$ cat config.mk
export PLATFORM = sky130hd
export DESIGN_NAME = oscillator_source_select
export DESIGN_NICKNAME = d
export VERILOG_FILES = /design/src/logic/oscillator_source_select.v /design/src/logic/clock_switch.v /design/src/logic/periph_clock_route.v
export VERILOG_INCLUDE_DIRS = /design/src /design/src/logic
export SDC_FILE = /design/constraint.sdc
export NUM_CORES = 1
export LEC_CHECK = 0
export BUFFER_PORTS_ARGS = -buffer_cell sky130_fd_sc_hd__clkbuf_2
export CORE_MARGIN = 3
export CORE_UTILIZATION = 25
export CTS_BUF_LIST = sky130_fd_sc_hd__clkbuf_8 sky130_fd_sc_hd__clkbuf_16
export CTS_CLUSTER_DIAMETER = 150
export DETAILED_ROUTE_END_ITERATION = 10
export HOLD_SLACK_MARGIN = 0.12
export PLACE_DENSITY = 0.57
export SLEW_MARGIN = 10
export SYNTH_ARGS = -nofsm -noshare
export SYNTH_HDL_FRONTEND = slang
export SYNTH_HIERARCHICAL = 1
export SYNTH_SLANG_ARGS = --single-unit
$ cat constraint.sdc
create_clock -name pclk -period 2.95 [get_ports pclk]
set_input_delay 0.4425 -clock pclk [delete_from_list [all_inputs] [get_ports pclk]]
set_output_delay 0.4425 -clock pclk [all_outputs]
set_load 0.01 [all_outputs]
$ cat src/logic/osc_select_defines.vh
// constants for the oscillator source select block
`ifndef OSC_SELECT_DEFINES_VH
`define OSC_SELECT_DEFINES_VH
// ****************
// register map
// ****************
`define ADDR_CONTROL 12'h000
`define ADDR_STATUS 12'h004
`define ADDR_CONFIG 12'h008
`define CONTROL_RESET 8'h38
`define FREQ_RESET 4'h7
`define SEL_RESET 2'h0
`define FREQ_LSB 3
`define STAT_FAST_READY 4
`define STAT_SLOW_READY 1
`define STAT_FAST_STABLE 0
// ****************
// source codes
// ****************
`define SRC_INTERNAL 2'h0
`define SRC_EXT_LOW 2'h1
`define SRC_EXT_MED 2'h2
`define SRC_EXT_HIGH 2'h3
// ****************
// timing
// ****************
`define CLK_PERIOD_NS 100
`define FAST_SETTLE_NS 2000
`define FAST_SETTLE_CYCLES ((`FAST_SETTLE_NS+`CLK_PERIOD_NS-1)/`CLK_PERIOD_NS)
`endif

$ cat src/logic/oscillator_source_select.v
// oscillator source selection with APB registers
`include "osc_select_defines.vh"
`default_nettype none
module oscillator_source_select #(
   parameter SETTLE_CYCLES = `FAST_SETTLE_CYCLES
) (
   // apb
   input wire pclk,
   input wire presetn,
   input wire psel,
   input wire penable,
   input wire pwrite,
   input wire [11:0] paddr,
   input wire [31:0] pwdata,
   output wire pready,
   output reg [31:0] prdata,
   output wire pslverr,
   // configuration word
   input wire [1:0] cfg_source,
   input wire cfg_clock_out_enable_n,
   input wire cfg_timer_enable,
   input wire cfg_watchdog_enable,
   // oscillator clocks as levels
   input wire primary_osc_input,
   input wire fast_internal_osc,
   input wire slow_internal_osc,
   input wire startup_osc,
   input wire [2:0] timer_clocks,
   // peripherals and sleep
   input wire [4:0] rc_requests,
   input wire sleeping,
   input wire [2:0] logic_cell_sel,
   input wire [4:0] periph_sel,
   // enables and pins
   output reg fast_osc_en,
   output reg slow_osc_en,
   output reg rc_clock_en,
   output wire system_clock,
   output wire internal_clock,
   output reg clock_pin_is_io,
   output reg clock_out_active,
   output reg [1:0] ext_power_mode,
   output reg [3:0] postscale_sel,
   // peripheral clocks
   output wire conv_clk,
   output wire wave_clk,
   output wire nco_clk,
   output wire pwm_clk,
   output wire t1_clk,
   output wire logic_cell_clk
);
   reg [3:0] internal_freq_select;
   reg [1:0] system_clock_select;
   reg fast_osc_ready;
   reg fast_osc_stable;
   reg slow_osc_ready;
   reg [15:0] settle_cnt;
   reg [1:0] src_latched;
   reg cfg_taken;
   reg block_clk;
   wire use_internal;
   wire fast_rate;
   wire next_fast_en;
   wire next_slow_en;
   wire wr;
   wire rd;
   wire int_sel;
   wire [6:0] sources;

   assign pready = 1'b1;
   assign pslverr = 1'b0;
   assign wr = psel & penable & pwrite;
   assign rd = psel & ~penable & ~pwrite;

   // ****************
   // registers
   // ****************
   always @(posedge pclk or negedge presetn) begin
      if (!presetn) begin
         internal_freq_select <= `FREQ_RESET;
         system_clock_select <= `SEL_RESET;
      end else if (wr && paddr == `ADDR_CONTROL) begin
         // run-time source change
         internal_freq_select <= pwdata[`FREQ_LSB+3:`FREQ_LSB];
         system_clock_select <= pwdata[1:0];
      end
   end

   // status is read-only
   always @(posedge pclk or negedge presetn) begin
      if (!presetn) begin
         prdata <= 32'h0000_0000;
      end else if (rd) begin
         case (paddr)
            `ADDR_CONTROL:
               prdata <= {25'h0, internal_freq_select, 1'b0,
                          system_clock_select};
            `ADDR_STATUS:
               prdata <= {27'h0, fast_osc_ready, 2'b00, slow_osc_ready,
                          fast_osc_stable};
            `ADDR_CONFIG:
               prdata <= {29'h0, cfg_clock_out_enable_n, src_latched};
            default: prdata <= 32'h0000_0000;
         endcase
      end
   end

   // ****************
   // power-up configuration
   // ****************
   always @(posedge pclk or negedge presetn) begin
      if (!presetn) begin
         cfg_taken <= 1'b0;
         src_latched <= `SRC_INTERNAL;
         clock_pin_is_io <= 1'b1;
         clock_out_active <= 1'b0;
         ext_power_mode <= 2'b00;
      end else if (!cfg_taken) begin
         cfg_taken <= 1'b1;
         src_latched <= cfg_source;
         clock_pin_is_io <= (cfg_source == `SRC_INTERNAL);
         clock_out_active <= ~cfg_clock_out_enable_n;
         ext_power_mode <= cfg_source;
      end
   end

   // ****************
   // oscillator enables
   // ****************
   assign int_sel = system_clock_select[1];
   assign use_internal = cfg_taken & (int_sel |
                         (src_latched == `SRC_INTERNAL));
   assign fast_rate = internal_freq_select[3:1] != 3'b000;
   assign next_fast_en = fast_rate & use_internal;
   assign next_slow_en = (~fast_rate & use_internal) | cfg_timer_enable |
                         cfg_watchdog_enable;

   always @(posedge pclk or negedge presetn) begin
      if (!presetn) begin
         fast_osc_en <= 1'b0;
         slow_osc_en <= 1'b0;
         rc_clock_en <= 1'b0;
         postscale_sel <= `FREQ_RESET;
      end else begin
         fast_osc_en <= next_fast_en;
         slow_osc_en <= next_slow_en;
         // request driven, also in sleep
         rc_clock_en <= |rc_requests | (sleeping & rc_clock_en &
                        |rc_requests);
         postscale_sel <= internal_freq_select;
      end
   end

   // ****************
   // status
   // ****************
   always @(posedge pclk or negedge presetn) begin
      if (!presetn) begin
         fast_osc_ready <= 1'b0;
         fast_osc_stable <= 1'b0;
         slow_osc_ready <= 1'b0;
         settle_cnt <= 16'h0000;
      end else begin
         fast_osc_ready <= fast_osc_en & next_fast_en;
         slow_osc_ready <= slow_osc_en & next_slow_en;
         if (!(fast_osc_en & next_fast_en)) begin
            // cleared at once when stopped
            settle_cnt <= 16'h0000;
            fast_osc_stable <= 1'b0;
         end else if (settle_cnt == SETTLE_CYCLES[15:0] - 16'h0001) begin
            fast_osc_stable <= 1'b1;
         end else begin
            settle_cnt <= settle_cnt + 16'h0001;
         end
      end
   end

   // start-up oscillator until stable
   always @* begin
      if (!fast_rate)
         block_clk = slow_internal_osc;
      else if (!fast_osc_stable)
         block_clk = startup_osc;
      else
         block_clk = fast_internal_osc;
   end
   assign internal_clock = block_clk;

   // external clock vs internal block
   clock_switch u_switch (
      .pclk(pclk),
      .presetn(presetn),
      .old_clk(primary_osc_input),
      .new_clk(block_clk),
      .request(use_internal),
      .active(),
      .busy(),
      .clk_out(system_clock)
   );

   assign sources = {timer_clocks, slow_internal_osc, fast_internal_osc,
                     rc_clock_en, system_clock};

   periph_clock_route u_route (
      .sources(sources),
      .logic_cell_sel(logic_cell_sel),
      .conv_sel(periph_sel[0]),
      .wave_sel(periph_sel[1]),
      .nco_sel(periph_sel[2]),
      .pwm_sel(periph_sel[3]),
      .t1_sel(periph_sel[4]),
      .conv_clk(conv_clk),
      .wave_clk(wave_clk),
      .nco_clk(nco_clk),
      .pwm_clk(pwm_clk),
      .t1_clk(t1_clk),
      .logic_cell_clk(logic_cell_clk)
   );
endmodule
`default_nettype wire

$ cat src/logic/clock_switch.v
// glitch-free switch between two clocks sampled as levels
`default_nettype none
module clock_switch (
   // clock and reset
   input wire pclk,
   input wire presetn,
   // clocks as sampled levels
   input wire old_clk,
   input wire new_clk,
   input wire request,
   // result
   output reg active,
   output reg busy,
   output reg clk_out
);
   localparam S_IDLE = 2'd0;
   localparam S_FALL = 2'd1;
   localparam S_RISE = 2'd2;
   reg [1:0] state;
   reg old_d;
   reg new_d;
   always @(posedge pclk or negedge presetn) begin
      if (!presetn) begin
         state <= S_IDLE;
         old_d <= 1'b0;
         new_d <= 1'b0;
         active <= 1'b0;
         busy <= 1'b0;
         clk_out <= 1'b0;
      end else begin
         old_d <= old_clk;
         new_d <= new_clk;
         case (state)
            S_IDLE: begin
               clk_out <= active ? new_clk : old_clk;
               if (request != active) begin
                  busy <= 1'b1;
                  state <= S_FALL;
               end
            end
            S_FALL: begin
               // wait falling edge of current clock
               if ((active ? new_d : old_d) &&
                   !(active ? new_clk : old_clk)) begin
                  clk_out <= 1'b0;
                  state <= S_RISE;
               end else begin
                  clk_out <= active ? new_clk : old_clk;
               end
            end
            S_RISE: begin
               // held low until rising edge of new clock
               clk_out <= 1'b0;
               if (!(active ? old_d : new_d) &&
                   (active ? old_clk : new_clk)) begin
                  active <= ~active;
                  busy <= 1'b0;
                  clk_out <= 1'b1;
                  state <= S_IDLE;
               end
            end
            default: state <= S_IDLE;
         endcase
      end
   end
endmodule
`default_nettype wire

$ cat src/logic/periph_clock_route.v
// per-peripheral clock routing with permitted choices
`default_nettype none
module periph_clock_route (
   // sources: sys, rc, fast, slow, t0, t1, t2
   input wire [6:0] sources,
   // selects
   input wire [2:0] logic_cell_sel,
   input wire conv_sel,
   input wire wave_sel,
   input wire nco_sel,
   input wire pwm_sel,
   input wire t1_sel,
   // clocks out
   output wire conv_clk,
   output wire wave_clk,
   output wire nco_clk,
   output wire pwm_clk,
   output wire t1_clk,
   output wire logic_cell_clk
);
   // permitted pairs only, logic cell takes any source
   assign conv_clk = conv_sel ? sources[1] : sources[0];
   assign wave_clk = wave_sel ? sources[2] : sources[0];
   assign nco_clk = nco_sel ? sources[2] : sources[0];
   assign pwm_clk = pwm_sel ? sources[6] : sources[0];
   assign t1_clk = t1_sel ? sources[3] : sources[0];
   assign logic_cell_clk = (logic_cell_sel == 3'd7) ? sources[0] :
                           sources[logic_cell_sel];
endmodule
`default_nettype wire

# Yosys cells after proc, flatten, opt, wreduce, memory -nomap -nowiden
# Index checks and enable logic that the tools add are counted.
dict set report word_totals {
  ff_bits 75
  in_bits 75
  out_inout_bits 53
  elab_cells 94
}
dict set report classes {
  n_addsub 1
  magnitude_cmp 1
  n_eq_ne 12
  muxes 26
  n_bitwise 20
  reduce_logical 14
}
# cell count
set ops {}
lappend ops {{2-to-1 mux 16 bit} 2}
lappend ops {{one-hot mux 7 bit (3 select lines)} 1}
lappend ops {{2-to-1 mux 1 bit} 17}
lappend ops {{adder 16 x 1 -> 16 bit, second input constant} 1}
lappend ops {{== test 16 x 5 -> 1 bit, second input constant} 1}
lappend ops {{== test 12 x 3 -> 1 bit, second input constant} 1}
lappend ops {{== test 12 x 4 -> 1 bit, second input constant} 1}
lappend ops {{zero test 12 bit} 1}
lappend ops {{AND 1 bit} 11}
lappend ops {{inequality test 2 x 1 -> 1 bit, second input constant} 4}
lappend ops {{zero test 2 bit} 3}
lappend ops {{2-to-1 mux 2 bit} 3}
lappend ops {{one-hot mux 2 bit (3 select lines)} 1}
lappend ops {{nonzero test 3 bit} 2}
lappend ops {{NOT 1 bit} 5}
lappend ops {{OR reduction 5 bit} 1}
lappend ops {{< comparator 3 x 4 -> 1 bit, second input constant} 1}
lappend ops {{bitwise OR 1 bit} 4}
lappend ops {{binary-select mux 1 bit (select 3 bit)} 1}
lappend ops {{== test 3 bit, second input constant} 1}
lappend ops {{logical AND 1 bit} 3}
lappend ops {{one-hot mux 1 bit (3 select lines)} 1}
lappend ops {{AND reduction 3 bit} 1}
lappend ops {{== test 2 x 1 -> 1 bit, second input constant} 1}
lappend ops {{other kinds (5)} 6}

# Logic depth before layout (Yosys ltp)
dict set report depth {
  ltp_word 7
  ltp_mapped 8
  depth_no_buf 7
}

# By module
# Netlist, hierarchy kept.
# module instances cells_each area_per_inst_um2 seq_area_each_um2
set by_module_without_submodules {}
lappend by_module_without_submodules {oscillator_source_select 1 230 2367.3 1109.8}
lappend by_module_without_submodules {clock_switch 1 36 411.6 175.2}
lappend by_module_without_submodules {periph_clock_route 1 14 132.6 0.0}

# Worst setup path after synthesis
# Ideal clock, no wire load.
dict set report synth_timing {
  path_kind {register to register}
  start {register internal_freq_select[2]}
  end {register u_switch.state[0]}
  setup_time_ps 125
  arrival_ps 2020
  t_required_ps 2825
  path_slack_ps 805
  stages_incl_launch_ff 7
  path_buffers 0
  synth_period_minus_slack_ps 2145
  cell_sequence {dfstp_2 > nor3_1 > o21ai_0 > or3b_4 > nand3_2 > nand3_2 > mux2_4}
}
dict set report synth_via {
  elab_chain_len 7
  word_cells_on_any_way 10
  cone_classes {2 x eq/ne; 3 x mux; 5 x reduce/logical}
}
# item line_no
set synth_rtl {}
lappend synth_rtl {{start, declared} oscillator_source_select.v:52} ;# reg [3:0] internal_freq_select;
lappend synth_rtl {{start signal, assigned} oscillator_source_select.v:80} ;# internal_freq_select <= `FREQ_RESET;
lappend synth_rtl {{start signal, assigned} oscillator_source_select.v:84} ;# internal_freq_select <= pwdata[`FREQ_LSB+3:`FREQ_LSB];
lappend synth_rtl {{nonzero test 3 bit *} oscillator_source_select.v:133} ;# assign fast_rate = internal_freq_select[3:1] != 3'b000;
lappend synth_rtl {{2-to-1 mux 1 bit *} oscillator_source_select.v:180} ;# if (!fast_rate)
lappend synth_rtl {{via internal_clock} oscillator_source_select.v:39} ;# output wire internal_clock,
lappend synth_rtl {{2-to-1 mux 1 bit} clock_switch.v:44} ;# !(active ? new_clk : old_clk)) begin
lappend synth_rtl {{zero test 1 bit} clock_switch.v:44}
lappend synth_rtl {{logical AND 1 bit} clock_switch.v:43} ;# if ((active ? new_d : old_d) &&
lappend synth_rtl {{inequality test 2 x 1 -> 1 bit (no source line)} -}
lappend synth_rtl {{AND reduction 3 bit (no source line) *} -}
lappend synth_rtl {{end signal, assigned} clock_switch.v:38} ;# state <= S_FALL;
lappend synth_rtl {{end signal, assigned} clock_switch.v:46} ;# state <= S_RISE;
lappend synth_rtl {{end signal, assigned} clock_switch.v:59} ;# state <= S_IDLE;
lappend synth_rtl {{end, declared} clock_switch.v:19} ;# reg [1:0] state;
# The timed path passes the listed nets; every way through them passes the cells marked *.
# A chain may end at the register's enable or synchronous reset.

# Final worst setup path
dict set report layout_timing {
  start {register internal_freq_select[1]}
  end {register u_switch.state[0]}
}
dict set report layout_via {
  elab_chain_len 7
  word_cells_on_any_way 10
  cone_classes {2 x eq/ne; 3 x mux; 5 x reduce/logical}
}
# item line_no
set layout_rtl {}
lappend layout_rtl {{nonzero test 3 bit *} oscillator_source_select.v:133}
lappend layout_rtl {{2-to-1 mux 1 bit *} oscillator_source_select.v:180}
lappend layout_rtl {{2-to-1 mux 1 bit} clock_switch.v:44}
lappend layout_rtl {{zero test 1 bit} clock_switch.v:44}
lappend layout_rtl {{logical AND 1 bit} clock_switch.v:43}
lappend layout_rtl {{inequality test 2 x 1 -> 1 bit (no source line)} -}
lappend layout_rtl {{AND reduction 3 bit (no source line) *} -}
# Every way passes the cells marked *; elsewhere a longest branch is shown, timed or not.

==> run metrics <==
status finished clean; power per standard cell area roughly 530 mW/mm^2; largest net degree at the start of global routing 51; drt drc 0; most frequent cells in the layout clkbuf_2, dfrtp_1, conb_1, nand4_1, nand2_1; CP Max Fanout 5; final RePlAce weighted congestion 0.734; initial DRC count 166; vias per inst 4.59; Final Skew 0.00917 ns; hpwl dp between 4 and 5 mm; Slew Limit Fails 0; Synth-to-Final Area Change 19.5%; Crit. End Element flip-flop; vias in the first global route 2099; cell leakage power between 0.0015 and 0.002 uW; r2r setup slk 0.78 ns; IO Count roughly 130; first-pass GRT wire length 10.4 mm; cell mode on critical path nand3_2; Cell Int Power 1300 uW; clock power share a little over a third; Starting Density between 20% and 30%; largest stage delay on the critical path between 0.5 and 0.6 ns; Sink Count 50; core box area approximately 0.011 mm^2; Worst EP required 3.13 ns; clock tree buffer depth 2; HP Class input pin to async pin; CTS tree done; fraction of layout cells with a size suffix above 1 around a third; crit-path cells nor3_1 -> o21ai_0 -> or3b_4 -> nand3_2 -> nand3_2 -> mux2_4; Least-Margin Pin Slew 0.658 ns; initial antenna violation count 0; Clock Latency Late Sink 0.29 ns; Die Area 0.0128 mm^2; DIE WIDTH 113 um; Gate power share 20.8%; Post-Syn Area 0.00288 mm^2; Critical-path top delay cell dfstp_2; R2R depth 6; final setup margin 0.779 ns; Switching Power 503 uW; CP Data Arrival Time 2.35 ns; Worst-path clk slew around 0.070 ns; Chip Height 113 um; RSZ-0062 raised after global routing no; routed via count about 2.2k; sequential share of power 42.8%; final hold vios 0; H-tree depth 2; 1st-pass router iterations 5; total grt overflow 0; Synth Warn # 6; routed length per instance 13.0 um; post-cts resize count 0; Crit Path Class flip-flop to flip-flop; commonest non-fill, non-tap cell in the layout clkbuf_2; # port buffers between 70 and 80; TritonCTS Buffers 5; Final Cycle Share 73.6%; overall global routing resource usage 9.73%; DP Worst Slack 0.762 ns; Final ANT Viol Nets 0; maxcap violations 0; fin crit period 2.17 ns; drt total wl 6.34 mm; relative slew slack 56.2%; final setup fails 0; Max Clk Rate 461 MHz; CTS Root Cell clkbuf_16; Nets 427; Mean Syn Cell Area 10.4 um^2; Rows 38; post-CTS setup buffers 0; Sw Share between 20 and 30%; Fin Setup TNS 0 ns; startpoint types flip-flop; Post-Synthesis Cells 277; hold-fix buffers at CTS 0; peak supply drop 0.233 mV; Diodes inserted 0
==> stage by stage <==
stage	instance area [um^2]	hold slack (ns)	power [uW]	std cells	utilization (%)
final	3440	0.262	1810	488	31.1
after global placement	3270	0.367	1150	480	29.6
after detailed placement	3270	0.371	1160	480	29.6
after CTS	3440	0.285	1830	488	31.1
after floorplan	2970	0.147	1070	303	-
after global routing	3440	0.291	1910	488	31.1
==> registers in the layout (all words and copies together) (netlist names) <==
signal / flops
cfg_taken: 1
clock_out_active: 1
clock_pin_is_io: 1
fast_osc_en: 1
fast_osc_ready: 1
fast_osc_stable: 1
internal_freq_select: 4
postscale_sel: 4
prdata: 7
rc_clock_en: 1
settle_cnt: 16
slow_osc_en: 1
slow_osc_ready: 1
src_latched: 2
system_clock_select: 2
u_switch/active: 1
u_switch/clk_out: 1
u_switch/new_d: 1
u_switch/old_d: 1
u_switch/state: 2
==> final cells by class <==
class	count	area (um^2)
fill	1129	7590
multi-input combinational	205	1410
sequential	50	1260
timing repair buffer	76	388
tap	140	175
clock buffer	5	125
clock inverter	3	42.5
inverter	9	33.8
==> critical path, delay by kind of cell (launching register included) <==
family / cells / cell delay [ns]
multiplexers: 1 / 0.31
flip-flops: 1 / 0.57
AND/OR/NAND/NOR: 4 / 0.74
AO/OA/AOI/OAI: 1 / 0.44
==> layer usage <==
layer	track usage (%)	share of wire [%]	routed length [um]
met5	0	0	0
met4	3.13	1.1	69
met1	13.1	45	2880
met3	2.57	5.8	370
met2	15.3	48	3020
==> final timing paths <==
| path | start | endpoint |
|---|---|---|
| setup / recovery | internal_freq_select[1]$_DFFE_PN1P_ | u_switch/state[0]$_DFFE_PN0P_ |
| max in group asynchronous | presetn | settle_cnt[9]$_DFFE_PN0P_ |
| setup reg to reg | internal_freq_select[1]$_DFFE_PN1P_ | u_switch/state[0]$_DFFE_PN0P_ |
| hold / removal | presetn | prdata[2]$_DFFE_PN0P_ |
| hold reg to reg | internal_freq_select[0]$_DFFE_PN1P_ | postscale_sel[0]$_DFF_PN1_ |
| min in group pclk | cfg_source[0] | clock_pin_is_io$_DFFE_PN1N_ |
==> power by group through the flow <==
stage               registers (uW)  logic (uW)  clock network [uW]
detailed placement             786         377                   0
global route                   782         420                 703
finish                         773         375                 657
CTS                            774         380                 676
floorplan                      773         296                   0
global placement               785         369                   0
Power figures use the tool's default switching activity.
